==> src/core/psf_map.svh <==
`ifndef PSF_MAP_SVH
`define PSF_MAP_SVH

// ****************************************
// Register indices and bus widths
// ****************************************
`define PSF_IDX_IPLO      6'h06
`define PSF_IDX_BANK      6'h10
`define PSF_IDX_STAT      6'h11
`define PSF_ADDR_W        8
`define PSF_DATA_W        32

// ****************************************
// Field layout and reset values
// ****************************************
`define PSF_PC_W          13
`define PSF_BANK_W        4
`define PSF_FETCH_W       17
`define PSF_INSTR_W       16
`define PSF_PAGE_LSB      8
`define PSF_PC_RESET      13'h0000
`define PSF_BANK_RESET    4'h0
`define PSF_VEC_T0        13'h0008
`define PSF_VEC_T1        13'h000C
`define PSF_STAT_PEND_BIT 20

// ****************************************
// Timing counts
// ****************************************
`define PSF_OSC_DIV       2
`define PSF_PHASES        4
`define PSF_LAST_PHASE    2'h3
`define PSF_BANK_DELAY    2'h2
`endif

==> src/core/psf_pkg.sv <==
package psf_pkg;
  // Control transfer requested by the execute stage
  typedef enum logic [2:0] {
    PSF_OP_NONE  = 3'b000,
    PSF_OP_JUMP  = 3'b001,
    PSF_OP_CALL  = 3'b010,
    PSF_OP_RET   = 3'b011,
    PSF_OP_SKIP  = 3'b100,
    PSF_OP_IPLO  = 3'b101
  } psf_op_t;

  // Contents of the execute slot
  typedef enum logic [1:0] {
    PSF_SLOT_EMPTY = 2'b00,
    PSF_SLOT_EXEC  = 2'b01,
    PSF_SLOT_DUMMY = 2'b10
  } psf_slot_t;
endpackage

==> src/core/psf_if.sv <==
`timescale 1ns/1ps
interface psf_if;
  logic       cyc_last;
  logic [1:0] phase;
  logic       iplo_wr;
  logic [7:0] iplo_wdata;
  logic       bank_wr;
  logic [3:0] bank_wdata;
  logic [12:0] pc_view;
  logic [3:0] bank_view;
  logic       iplo_pend_view;
  logic [1:0] bank_stage_view;

  modport phase_gen (output cyc_last, output phase);
  modport bus (output iplo_wr, output iplo_wdata, output bank_wr, output bank_wdata,
               input pc_view, input bank_view, input iplo_pend_view, input bank_stage_view);
  modport core (input cyc_last, input phase, input iplo_wr, input iplo_wdata,
                input bank_wr, input bank_wdata, output pc_view, output bank_view,
                output iplo_pend_view, output bank_stage_view);
endinterface

==> src/core/psf_phase.sv <==
`timescale 1ns/1ps
`include "psf_map.svh"
module psf_phase
  import psf_pkg::*;
(
  input  wire logic ref_clk_i,
  input  wire logic srst_i,
  psf_if.phase_gen  ph
);
  logic       div_r;
  logic [1:0] phase_r;
  logic [1:0] phase_nxt;
  logic       last_r;

  // Phase advances on every second oscillator edge
  always_comb begin
    phase_nxt = phase_r;
    if (div_r) begin
      phase_nxt = phase_r + 2'h1;
    end
  end

  // Divide by two: div_r high marks the system clock tick
  always_ff @(posedge ref_clk_i) begin
    if (srst_i) begin
      div_r <= 1'b0;
    end else begin
      div_r <= ~div_r;
    end
  end

  // Four phases per instruction cycle, wrap is natural in two bits
  always_ff @(posedge ref_clk_i) begin
    if (srst_i) begin
      phase_r <= 2'h0;
      last_r  <= 1'b0;
    end else begin
      phase_r <= phase_nxt;
      last_r  <= ~div_r & (phase_nxt == `PSF_LAST_PHASE);
    end
  end

  assign ph.cyc_last = last_r;
  assign ph.phase    = phase_r;
endmodule

==> src/core/psf_avmm.sv <==
`timescale 1ns/1ps
`include "psf_map.svh"
module psf_avmm
  import psf_pkg::*;
(
  input  wire logic        ref_clk_i,
  input  wire logic        srst_i,
  input  wire logic [7:0]  avs_address_i,
  input  wire logic        avs_read_i,
  input  wire logic        avs_write_i,
  input  wire logic [31:0] avs_writedata_i,
  input  wire logic [3:0]  avs_byteenable_i,
  output logic      [31:0] avs_readdata_o,
  output logic             avs_waitrequest_o,
  psf_if.bus               rb
);
  logic        wait_r;
  logic [31:0] rdata_r;
  logic        iplo_wr_r;
  logic [7:0]  iplo_wdata_r;
  logic        bank_wr_r;
  logic [3:0]  bank_wdata_r;
  logic        take_wr;

  // Byte address of a word register from its index
  function automatic logic [7:0] psf_byte_addr(input logic [5:0] idx);
    return {idx, 2'b00};
  endfunction

  // Every access is held one cycle, then released with waitrequest low
  always_ff @(posedge ref_clk_i) begin
    if (srst_i) begin
      wait_r <= 1'b1;
    end else begin
      wait_r <= ~((avs_read_i | avs_write_i) & wait_r);
    end
  end

  // Read data is ready in the cycle waitrequest falls; unmapped reads zero
  always_ff @(posedge ref_clk_i) begin
    if (srst_i) begin
      rdata_r <= 32'h00000000;
    end else if (avs_read_i & wait_r) begin
      rdata_r <= 32'h00000000;
      if (avs_address_i == psf_byte_addr(`PSF_IDX_IPLO)) begin
        rdata_r[7:0] <= rb.pc_view[7:0];
      end else if (avs_address_i == psf_byte_addr(`PSF_IDX_BANK)) begin
        rdata_r[3:0] <= rb.bank_view;
      end else if (avs_address_i == psf_byte_addr(`PSF_IDX_STAT)) begin
        rdata_r[16:0] <= {rb.bank_view, rb.pc_view};
        rdata_r[`PSF_STAT_PEND_BIT] <= rb.iplo_pend_view;
        rdata_r[22:21] <= rb.bank_stage_view;
      end
    end
  end

  assign take_wr = avs_write_i & ~wait_r & avs_byteenable_i[0];

  // Write strobes last one cycle; writes elsewhere are dropped silently
  always_ff @(posedge ref_clk_i) begin
    if (srst_i) begin
      iplo_wr_r    <= 1'b0;
      iplo_wdata_r <= 8'h00;
      bank_wr_r    <= 1'b0;
      bank_wdata_r <= 4'h0;
    end else begin
      iplo_wr_r <= take_wr & (avs_address_i == psf_byte_addr(`PSF_IDX_IPLO));
      bank_wr_r <= take_wr & (avs_address_i == psf_byte_addr(`PSF_IDX_BANK));
      if (take_wr) begin
        iplo_wdata_r <= avs_writedata_i[7:0];
        bank_wdata_r <= avs_writedata_i[3:0];
      end
    end
  end

  assign avs_waitrequest_o = wait_r;
  assign avs_readdata_o    = rdata_r;
  assign rb.iplo_wr        = iplo_wr_r;
  assign rb.iplo_wdata     = iplo_wdata_r;
  assign rb.bank_wr        = bank_wr_r;
  assign rb.bank_wdata     = bank_wdata_r;
endmodule

==> src/core/psf_sequencer.sv <==
`timescale 1ns/1ps
`include "psf_map.svh"
module psf_sequencer
  import psf_pkg::*;
(
  input  wire logic        ref_clk_i,
  input  wire logic        srst_i,
  // Register bus
  input  wire logic [7:0]  avs_address_i,
  input  wire logic        avs_read_i,
  input  wire logic        avs_write_i,
  input  wire logic [31:0] avs_writedata_i,
  input  wire logic [3:0]  avs_byteenable_i,
  output logic      [31:0] avs_readdata_o,
  output logic             avs_waitrequest_o,
  // Program ROM
  output logic      [16:0] rom_addr_o,
  output logic             rom_rd_o,
  input  wire logic [15:0] rom_data_i,
  // Decoder and execute stage
  output logic      [15:0] instr_o,
  output logic             instr_valid_o,
  output logic      [12:0] instr_addr_o,
  output logic             dummy_o,
  output logic             cycle_last_o,
  output logic      [1:0]  phase_o,
  input  wire logic [2:0]  ctl_op_i,
  input  wire logic [12:0] ctl_target_i,
  input  wire logic        skip_true_i,
  input  wire logic        irq_t0_i,
  input  wire logic        irq_t1_i,
  output logic             irq_ack_o,
  output logic             push_o,
  output logic      [12:0] link_addr_o
);

  // ****************************************
  // Shared wiring
  // ****************************************
  psf_if sq_if ();

  psf_phase u_phase (
    .ref_clk_i (ref_clk_i),
    .srst_i    (srst_i),
    .ph        (sq_if.phase_gen)
  );

  psf_avmm u_avmm (
    .ref_clk_i         (ref_clk_i),
    .srst_i            (srst_i),
    .avs_address_i     (avs_address_i),
    .avs_read_i        (avs_read_i),
    .avs_write_i       (avs_write_i),
    .avs_writedata_i   (avs_writedata_i),
    .avs_byteenable_i  (avs_byteenable_i),
    .avs_readdata_o    (avs_readdata_o),
    .avs_waitrequest_o (avs_waitrequest_o),
    .rb                (sq_if.bus)
  );

  // ****************************************
  // State
  // ****************************************
  logic [12:0] pc_r;
  logic [12:0] pc_inc;
  logic [12:0] pc_nxt;
  logic [3:0]  bank_r;
  logic [3:0]  bank_nxt;
  logic [3:0]  bank_pend_r;
  logic [1:0]  bank_stage_r;
  logic        iplo_pend_r;
  logic [7:0]  iplo_data_r;
  psf_slot_t   slot_r;
  psf_op_t     op;
  logic        cyc_end;
  logic        slot_exec;
  logic        xfer;
  logic        xfer_push;
  logic        xfer_irq;
  logic        bus_jump;
  logic [12:0] xfer_tgt;
  logic [16:0] rom_addr_r;
  logic        rom_rd_r;
  logic [15:0] instr_r;
  logic        instr_valid_r;
  logic [12:0] instr_addr_r;
  logic        dummy_r;
  logic        last_r;
  logic [1:0]  phase_r;
  logic        irq_ack_r;
  logic        push_r;
  logic [12:0] link_r;

  // Replace the low byte, keeping the page of the word being fetched
  function automatic logic [12:0] psf_page_jump(input logic [12:0] pc,
                                                input logic [7:0] lo);
    return {pc[12:`PSF_PAGE_LSB], lo};
  endfunction

  assign op        = psf_op_t'(ctl_op_i);
  assign cyc_end   = sq_if.cyc_last;
  assign slot_exec = (slot_r == PSF_SLOT_EXEC);
  // Increment wraps inside the 13-bit space; the bank is a separate register
  assign pc_inc    = pc_r + 13'h0001;

  // ****************************************
  // Control transfer selection
  // ****************************************
  // Execute-stage transfers win over interrupts; a bus low byte write waits
  // behind both and behind a dummy slot, so it never tears a counter change.
  always_comb begin
    xfer      = 1'b0;
    xfer_push = 1'b0;
    xfer_irq  = 1'b0;
    bus_jump  = 1'b0;
    xfer_tgt  = pc_inc;
    if (slot_exec) begin
      case (op)
        PSF_OP_JUMP: begin
          xfer     = 1'b1;
          xfer_tgt = ctl_target_i;
        end
        PSF_OP_CALL: begin
          xfer      = 1'b1;
          xfer_push = 1'b1;
          xfer_tgt  = ctl_target_i;
        end
        PSF_OP_RET: begin
          xfer     = 1'b1;
          xfer_tgt = ctl_target_i;
        end
        PSF_OP_SKIP: begin
          // The word under fetch is the one skipped; resume after it
          if (skip_true_i) begin
            xfer     = 1'b1;
            xfer_tgt = pc_inc;
          end
        end
        PSF_OP_IPLO: begin
          xfer     = 1'b1;
          xfer_tgt = psf_page_jump(pc_r, ctl_target_i[7:0]);
        end
        default: begin
          xfer = 1'b0;
        end
      endcase
      if (!xfer && (irq_t0_i || irq_t1_i)) begin
        xfer      = 1'b1;
        xfer_push = 1'b1;
        xfer_irq  = 1'b1;
        xfer_tgt  = irq_t0_i ? `PSF_VEC_T0 : `PSF_VEC_T1;
      end
    end
    if (!xfer && iplo_pend_r && (slot_r != PSF_SLOT_DUMMY)) begin
      xfer     = 1'b1;
      bus_jump = 1'b1;
      xfer_tgt = psf_page_jump(pc_r, iplo_data_r);
    end
  end

  assign pc_nxt = xfer ? xfer_tgt : pc_inc;

  // Bank becomes live at the second cycle end after the write
  always_comb begin
    bank_nxt = bank_r;
    if (bank_stage_r == `PSF_BANK_DELAY) begin
      bank_nxt = bank_pend_r;
    end
  end

  // ****************************************
  // Program counter and fetch address
  // ****************************************
  // Reset forces word 000H of bank zero; the outside drives reset
  always_ff @(posedge ref_clk_i) begin
    if (srst_i) begin
      pc_r       <= `PSF_PC_RESET;
      rom_addr_r <= {`PSF_BANK_RESET, `PSF_PC_RESET};
      rom_rd_r   <= 1'b0;
    end else begin
      rom_rd_r <= 1'b1;
      if (cyc_end) begin
        pc_r       <= pc_nxt;
        rom_addr_r <= {bank_nxt, pc_nxt};
      end
    end
  end

  // ****************************************
  // Bank selector with delayed effect
  // ****************************************
  // A new write restarts the delay, so the latest value is the one applied
  always_ff @(posedge ref_clk_i) begin
    if (srst_i) begin
      bank_r       <= `PSF_BANK_RESET;
      bank_pend_r  <= `PSF_BANK_RESET;
      bank_stage_r <= 2'h0;
    end else begin
      if (cyc_end) begin
        bank_r <= bank_nxt;
      end
      if (sq_if.bank_wr) begin
        bank_pend_r  <= sq_if.bank_wdata;
        bank_stage_r <= 2'h1;
      end else if (cyc_end && bank_stage_r != 2'h0) begin
        bank_stage_r <= (bank_stage_r == `PSF_BANK_DELAY) ? 2'h0 : bank_stage_r + 2'h1;
      end
    end
  end

  // ****************************************
  // Pending bus write of the low byte
  // ****************************************
  // A write landing on the consuming edge is kept: the set wins
  always_ff @(posedge ref_clk_i) begin
    if (srst_i) begin
      iplo_pend_r <= 1'b0;
      iplo_data_r <= 8'h00;
    end else begin
      if (sq_if.iplo_wr) begin
        iplo_pend_r <= 1'b1;
        iplo_data_r <= sq_if.iplo_wdata;
      end else if (cyc_end && bus_jump) begin
        iplo_pend_r <= 1'b0;
      end
    end
  end

  // ****************************************
  // Fetch to execute pipeline
  // ****************************************
  // The word fetched this cycle moves to execute; after a transfer it is
  // marked as dummy so the decoder keeps all state unchanged.
  always_ff @(posedge ref_clk_i) begin
    if (srst_i) begin
      slot_r        <= PSF_SLOT_EMPTY;
      instr_r       <= 16'h0000;
      instr_valid_r <= 1'b0;
      instr_addr_r  <= `PSF_PC_RESET;
      dummy_r       <= 1'b0;
    end else if (cyc_end) begin
      instr_r       <= rom_data_i;
      instr_addr_r  <= pc_r;
      slot_r        <= xfer ? PSF_SLOT_DUMMY : PSF_SLOT_EXEC;
      instr_valid_r <= ~xfer;
      dummy_r       <= xfer;
    end
  end

  // ****************************************
  // Stack handshake toward execute
  // ****************************************
  // Return address is the word that was under fetch and got discarded
  always_ff @(posedge ref_clk_i) begin
    if (srst_i) begin
      irq_ack_r <= 1'b0;
      push_r    <= 1'b0;
      link_r    <= `PSF_PC_RESET;
    end else begin
      irq_ack_r <= cyc_end & xfer_irq;
      push_r    <= cyc_end & xfer_push;
      if (cyc_end && xfer_push) begin
        link_r <= pc_r;
      end
    end
  end

  // ****************************************
  // Phase outputs
  // ****************************************
  // Copies keep the top outputs on flops; they lag the internal ones by one
  // edge, which matters only to a decoder that reads them combinationally.
  always_ff @(posedge ref_clk_i) begin
    if (srst_i) begin
      last_r  <= 1'b0;
      phase_r <= 2'h0;
    end else begin
      last_r  <= sq_if.cyc_last;
      phase_r <= sq_if.phase;
    end
  end

  // Views for the register file
  assign sq_if.pc_view         = pc_r;
  assign sq_if.bank_view       = bank_r;
  assign sq_if.iplo_pend_view  = iplo_pend_r;
  assign sq_if.bank_stage_view = bank_stage_r;

  assign rom_addr_o    = rom_addr_r;
  assign rom_rd_o      = rom_rd_r;
  assign instr_o       = instr_r;
  assign instr_valid_o = instr_valid_r;
  assign instr_addr_o  = instr_addr_r;
  assign dummy_o       = dummy_r;
  assign cycle_last_o  = last_r;
  assign phase_o       = phase_r;
  assign irq_ack_o     = irq_ack_r;
  assign push_o        = push_r;
  assign link_addr_o   = link_r;
endmodule

==> config.mk <==
export PLATFORM = sky130hd
export DESIGN_NAME = psf_sequencer
export DESIGN_NICKNAME = d
export VERILOG_FILES = /design/src/core/psf_pkg.sv /design/src/core/psf_if.sv /design/src/core/psf_phase.sv /design/src/core/psf_avmm.sv /design/src/core/psf_sequencer.sv
export VERILOG_INCLUDE_DIRS = /design/src /design/src/core
export SDC_FILE = /design/constraint.sdc
export NUM_CORES = 1
export LEC_CHECK = 0
export ABC_AREA = 1
export BUFFER_PORTS_ARGS = -buffer_cell sky130_fd_sc_hd__buf_2
export CAP_MARGIN = 10
export CORE_UTILIZATION = 50
export CTS_CLUSTER_SIZE = 30
export DETAILED_ROUTE_END_ITERATION = 8
export PLACE_DENSITY_LB_ADDON = 0.3
export SYNTH_ARGS = -nofsm -noshare
export SYNTH_HDL_FRONTEND = slang
export SYNTH_SLANG_ARGS = --single-unit
==> constraint.sdc <==
create_clock -name ref_clk_i -period 2 [get_ports ref_clk_i]
set_input_delay 0.1 -clock ref_clk_i [delete_from_list [all_inputs] [get_ports ref_clk_i]]
set_output_delay 0.1 -clock ref_clk_i [all_outputs]
set_load 0.03 [all_outputs]
==> results_dict.tcl <==
set metrics [dict create \
    status "complete, but fails checks" \
    violations "DRC" \
    cts_buffers 17 \
    max_slew_margin 0.557 \
    min_path_cells 5 \
    drtAntennaViolNets 0 \
    worstRegToRegCells 6 \
    ys_seq_area_frac 0.460 \
    grt_overflow_total 0 \
    area_growth_pct 33.6 \
    worstPathArrival_ps 2330 \
    final_nets 976 \
    yosys.area.top_type "dfxtp_1" \
    fin_hold_ws_ps 19.7 \
    reg2reg_slack_ps 90 \
    startpoint_type "flip-flop" \
    synth-seq-cells 117 \
    dieArea_mm2 0.0106 \
    ys_top_cells_by_area "dfxtp_1 46%, nor2_1 10%, nand2_1 8.8%, o21ai_0 6.7%, a21oi_1 6.3%" \
    viasPerCell 5.14 \
    grt_pass1_wl_um 22100 \
    slew_violations 0 \
    clk_latency_ps 520 \
    coreArea_mm2 0.00982 \
    cp-end-kind "flip-flop" \
    r2r_start "pc_r[0]$_SDFFE_PP0P_" \
    grt_usage 0.269 \
    finalWirelength_um 14000 \
    die_x_um 103 \
    gp_congestion 0.841 \
    tightest_slew_ps 661 \
    rows 36 \
    hold_class "in -> reg" \
    fin_crit_sh 0.956 \
    fin_skew_ps 15.7 \
    required_ps 2420 \
    htreeDepth 4 \
    drive_gt1_frac 0.232 \
    crit_fanout 7 \
    antenna_found_initial 0 \
    route.detailed.drc 2 \
    pre_cts_ws_ps 348 \
    wl_per_cell_um 13.5 \
    maxCapViolCount 0 \
    fmax_mhz 523 \
    rsz0062_at_grt "false" \
    finalPower_w 0.00572 \
    syn_inst 717 \
    chipHeight_um 103 \
    yosys.cell_types.count 37 \
    vias 5331 \
    p_leak_nw 3.29 \
    syn_avg_cell_area_um2 7.10 \
    yosys_warnings 0 \
    yosysTopAreaCellShare 0.460 \
    portBuffers 143 \
    numClockSinks 117 \
    drt_first_pass_iters 7 \
    r2r-end "pc_r[2]$_SDFFE_PP0P_" \
    fin_util 0.693 \
    cts_tree "done" \
    first_global_vias 4784 \
    drtIter0Drc 257 \
    finalCriticalPeriod_ps 1910 \
    hp-start "irq_t1_i" \
    synth_area_mm2 0.00509 \
    dpl.hpwl_um 9520 \
    worst_hold_path.endpoint "pc_r[2]$_SDFFE_PP0P_" \
    antenna_cells 0 \
    hold_viol_final 0 \
    post-cts-setup-buffer-count 0 \
    clkSlewWorstSetupHoldPaths_ps 60 \
    start_util 0.518 \
    path_class "reg -> reg" \
    peakVddDrop_mv 0.430 \
    power.density_mw_per_mm2 840 \
    setup_ws_ps 87.4 \
    fillers 874 \
    finalSetupTns_ps 0 \
    grt_max_degree 54 \
    cts_buffer_depth 2 \
    setup_viol 0 \
    ios 183 \
    root_buffer "clkbuf_8" \
]
[final cells by class]
type	count	area, µm²	share of cell area
multi-input cells	509	2330	0.342
clock inverters	13	158	0.0232
clock buffers	19	422	0.0620
repair buffers	190	1170	0.172
inverters	57	214	0.0315
flip-flops and latches	117	2340	0.345
well taps	133	166	0.0245
[through the flow]
stage          area [µm²]  cells
3_5_place_dp         5870    971
4_1_cts              6800   1038
5_1_grt              6800   1038
2_1_floorplan        5130    728
6_report             6800   1038
3_3_place_gp         5870    971
[critical path, cell delays in order (launching register included)]
cell and delay (ps):
dfxtp_2 360, ha_1 250, xnor2_1 240, o211ai_1 140, a21boi_0 170, dlygate4sd3_1 610
nor2_1 60
[how the worst max path moves through the flow]
| stage | from | endpoint | depth (start not counted) |
|---|---|---|---|
| floorplan | pc_r[1]$_SDFFE_PP0P_ | rom_addr_o[12]$_SDFFE_PP0P_ | 8 |
| global placement | pc_r[0]$_SDFFE_PP0P_ | rom_addr_o[12]$_SDFFE_PP0P_ | 8 |
| detailed placement | pc_r[0]$_SDFFE_PP0P_ | pc_r[11]$_SDFFE_PP0P_ | 7 |
| CTS | pc_r[0]$_SDFFE_PP0P_ | pc_r[2]$_SDFFE_PP0P_ | 6 |
| global route | pc_r[1]$_SDFFE_PP0P_ | pc_r[2]$_SDFFE_PP0P_ | 6 |
| finish | pc_r[0]$_SDFFE_PP0P_ | pc_r[2]$_SDFFE_PP0P_ | 6 |
[layout by cell type (no fill, tap or decap), types with 4 or more instances in the layout]
master	Yosys	routed
buf_2	6	143
nor2_1	137	137
nand2_1	120	120
dfxtp_1	117	115
o21ai_0	68	68
a21oi_1	64	64
nand3_1	50	50
inv_1	46	46
dlygate4sd3_1	0	35
clkbuf_16	0	16
conb_1	1	12
buf_4	15	11
nand4_1	9	9
inv_2	7	8
o21ai_1	8	8
nor3_1	7	7
o211ai_1	6	6
nand2_2	4	4
clkinv_2	0	4
clkinvlp_4	0	4
[metal layers]
layer | up-vias | wire, µm | GRT usage
li1 | 2673 | - | -
met1 | 2421 | 5940 | 0.315
met2 | 202 | 7010 | 0.477
met3 | 35 | 743 | 0.0549
met4 | 0 | 336 | 0.116
met5 | - | 0 | 0
[report_power, final]
group | internal, W | switching (W) | leakage, nW
combinational | 0.000141 | 0.000223 | 2.07
sequential | 0.00236 | 0.0000198 | 0.947
clock | 0.00189 | 0.00108 | 0.274
[cell usage after synthesis]
| library cell | count |
|---|---|
| a211oi_1 | 1 |
| a21boi_0 | 1 |
| a21oi_1 | 64 |
| and2_1 | 3 |
| buf_1 | 4 |
| buf_2 | 6 |
| buf_4 | 15 |
| buf_6 | 2 |
| clkbuf_1 | 18 |
| clkinv_1 | 4 |
| conb_1 | 1 |
| dfxtp_1 | 117 |
| ha_1 | 1 |
| inv_1 | 46 |
| inv_2 | 7 |
| nand2_1 | 120 |
| nand2_2 | 4 |
| nand2_4 | 3 |
| nand3_1 | 50 |
| nand3_2 | 1 |
| nand3_4 | 1 |
| nand3b_1 | 2 |
| nand4_1 | 9 |
| nor2_1 | 137 |
| nor2_2 | 1 |
| nor2_4 | 1 |
| nor3_1 | 7 |
| nor4_1 | 1 |
| o2111ai_1 | 1 |
| o211ai_1 | 6 |
| o21a_1 | 1 |
| o21ai_0 | 68 |
| o21ai_1 | 8 |
| o21ai_2 | 1 |
| or2_1 | 1 |
| or2_2 | 3 |
| xnor2_1 | 1 |
[logic make-up (layout without fill, tap and decap cells)]
family / count (synthesis) / in the layout / synth area share
AOI/OAI and AO/OA: 151 / 151 / 0.154
xor gates and xnor gates: 1 / 1 / 0.00172
adders and majority gates: 1 / 1 / 0.00246
buffers and inverters: 102 / 279 / 0.0907
DFF: 117 / 117 / 0.460
other: 1 / 12 / 0.000737
and+or+nand+nor: 344 / 344 / 0.290
[timing repair]
| action | in CTS | in global routing |
|---|---|---|
| endpoints found under the setup margin | 0 | 1 |
| hold endpoints to repair | 29 | 0 |
| hold buffers | 35 | 0 |
| gates resized for setup | 0 | 1 |
[registers in the layout, indices dropped and copies added, names as in the netlist, 2 cells and up]
signal,cells
iplo_data_r,8
link_addr_o,13
bank_pend_r,4
phase_o,2
u_avmm.rb.bank_wdata,3
pc_r,12
rom_addr_o,5
slot_r,2
bank_stage_r,2
u_phase.ph.phase,2
instr_addr_o,13
u_avmm.rb.iplo_wdata,5
u_avmm.avs_readdata_o,20
instr_o,16
Power figures use the tool's default switching activity.
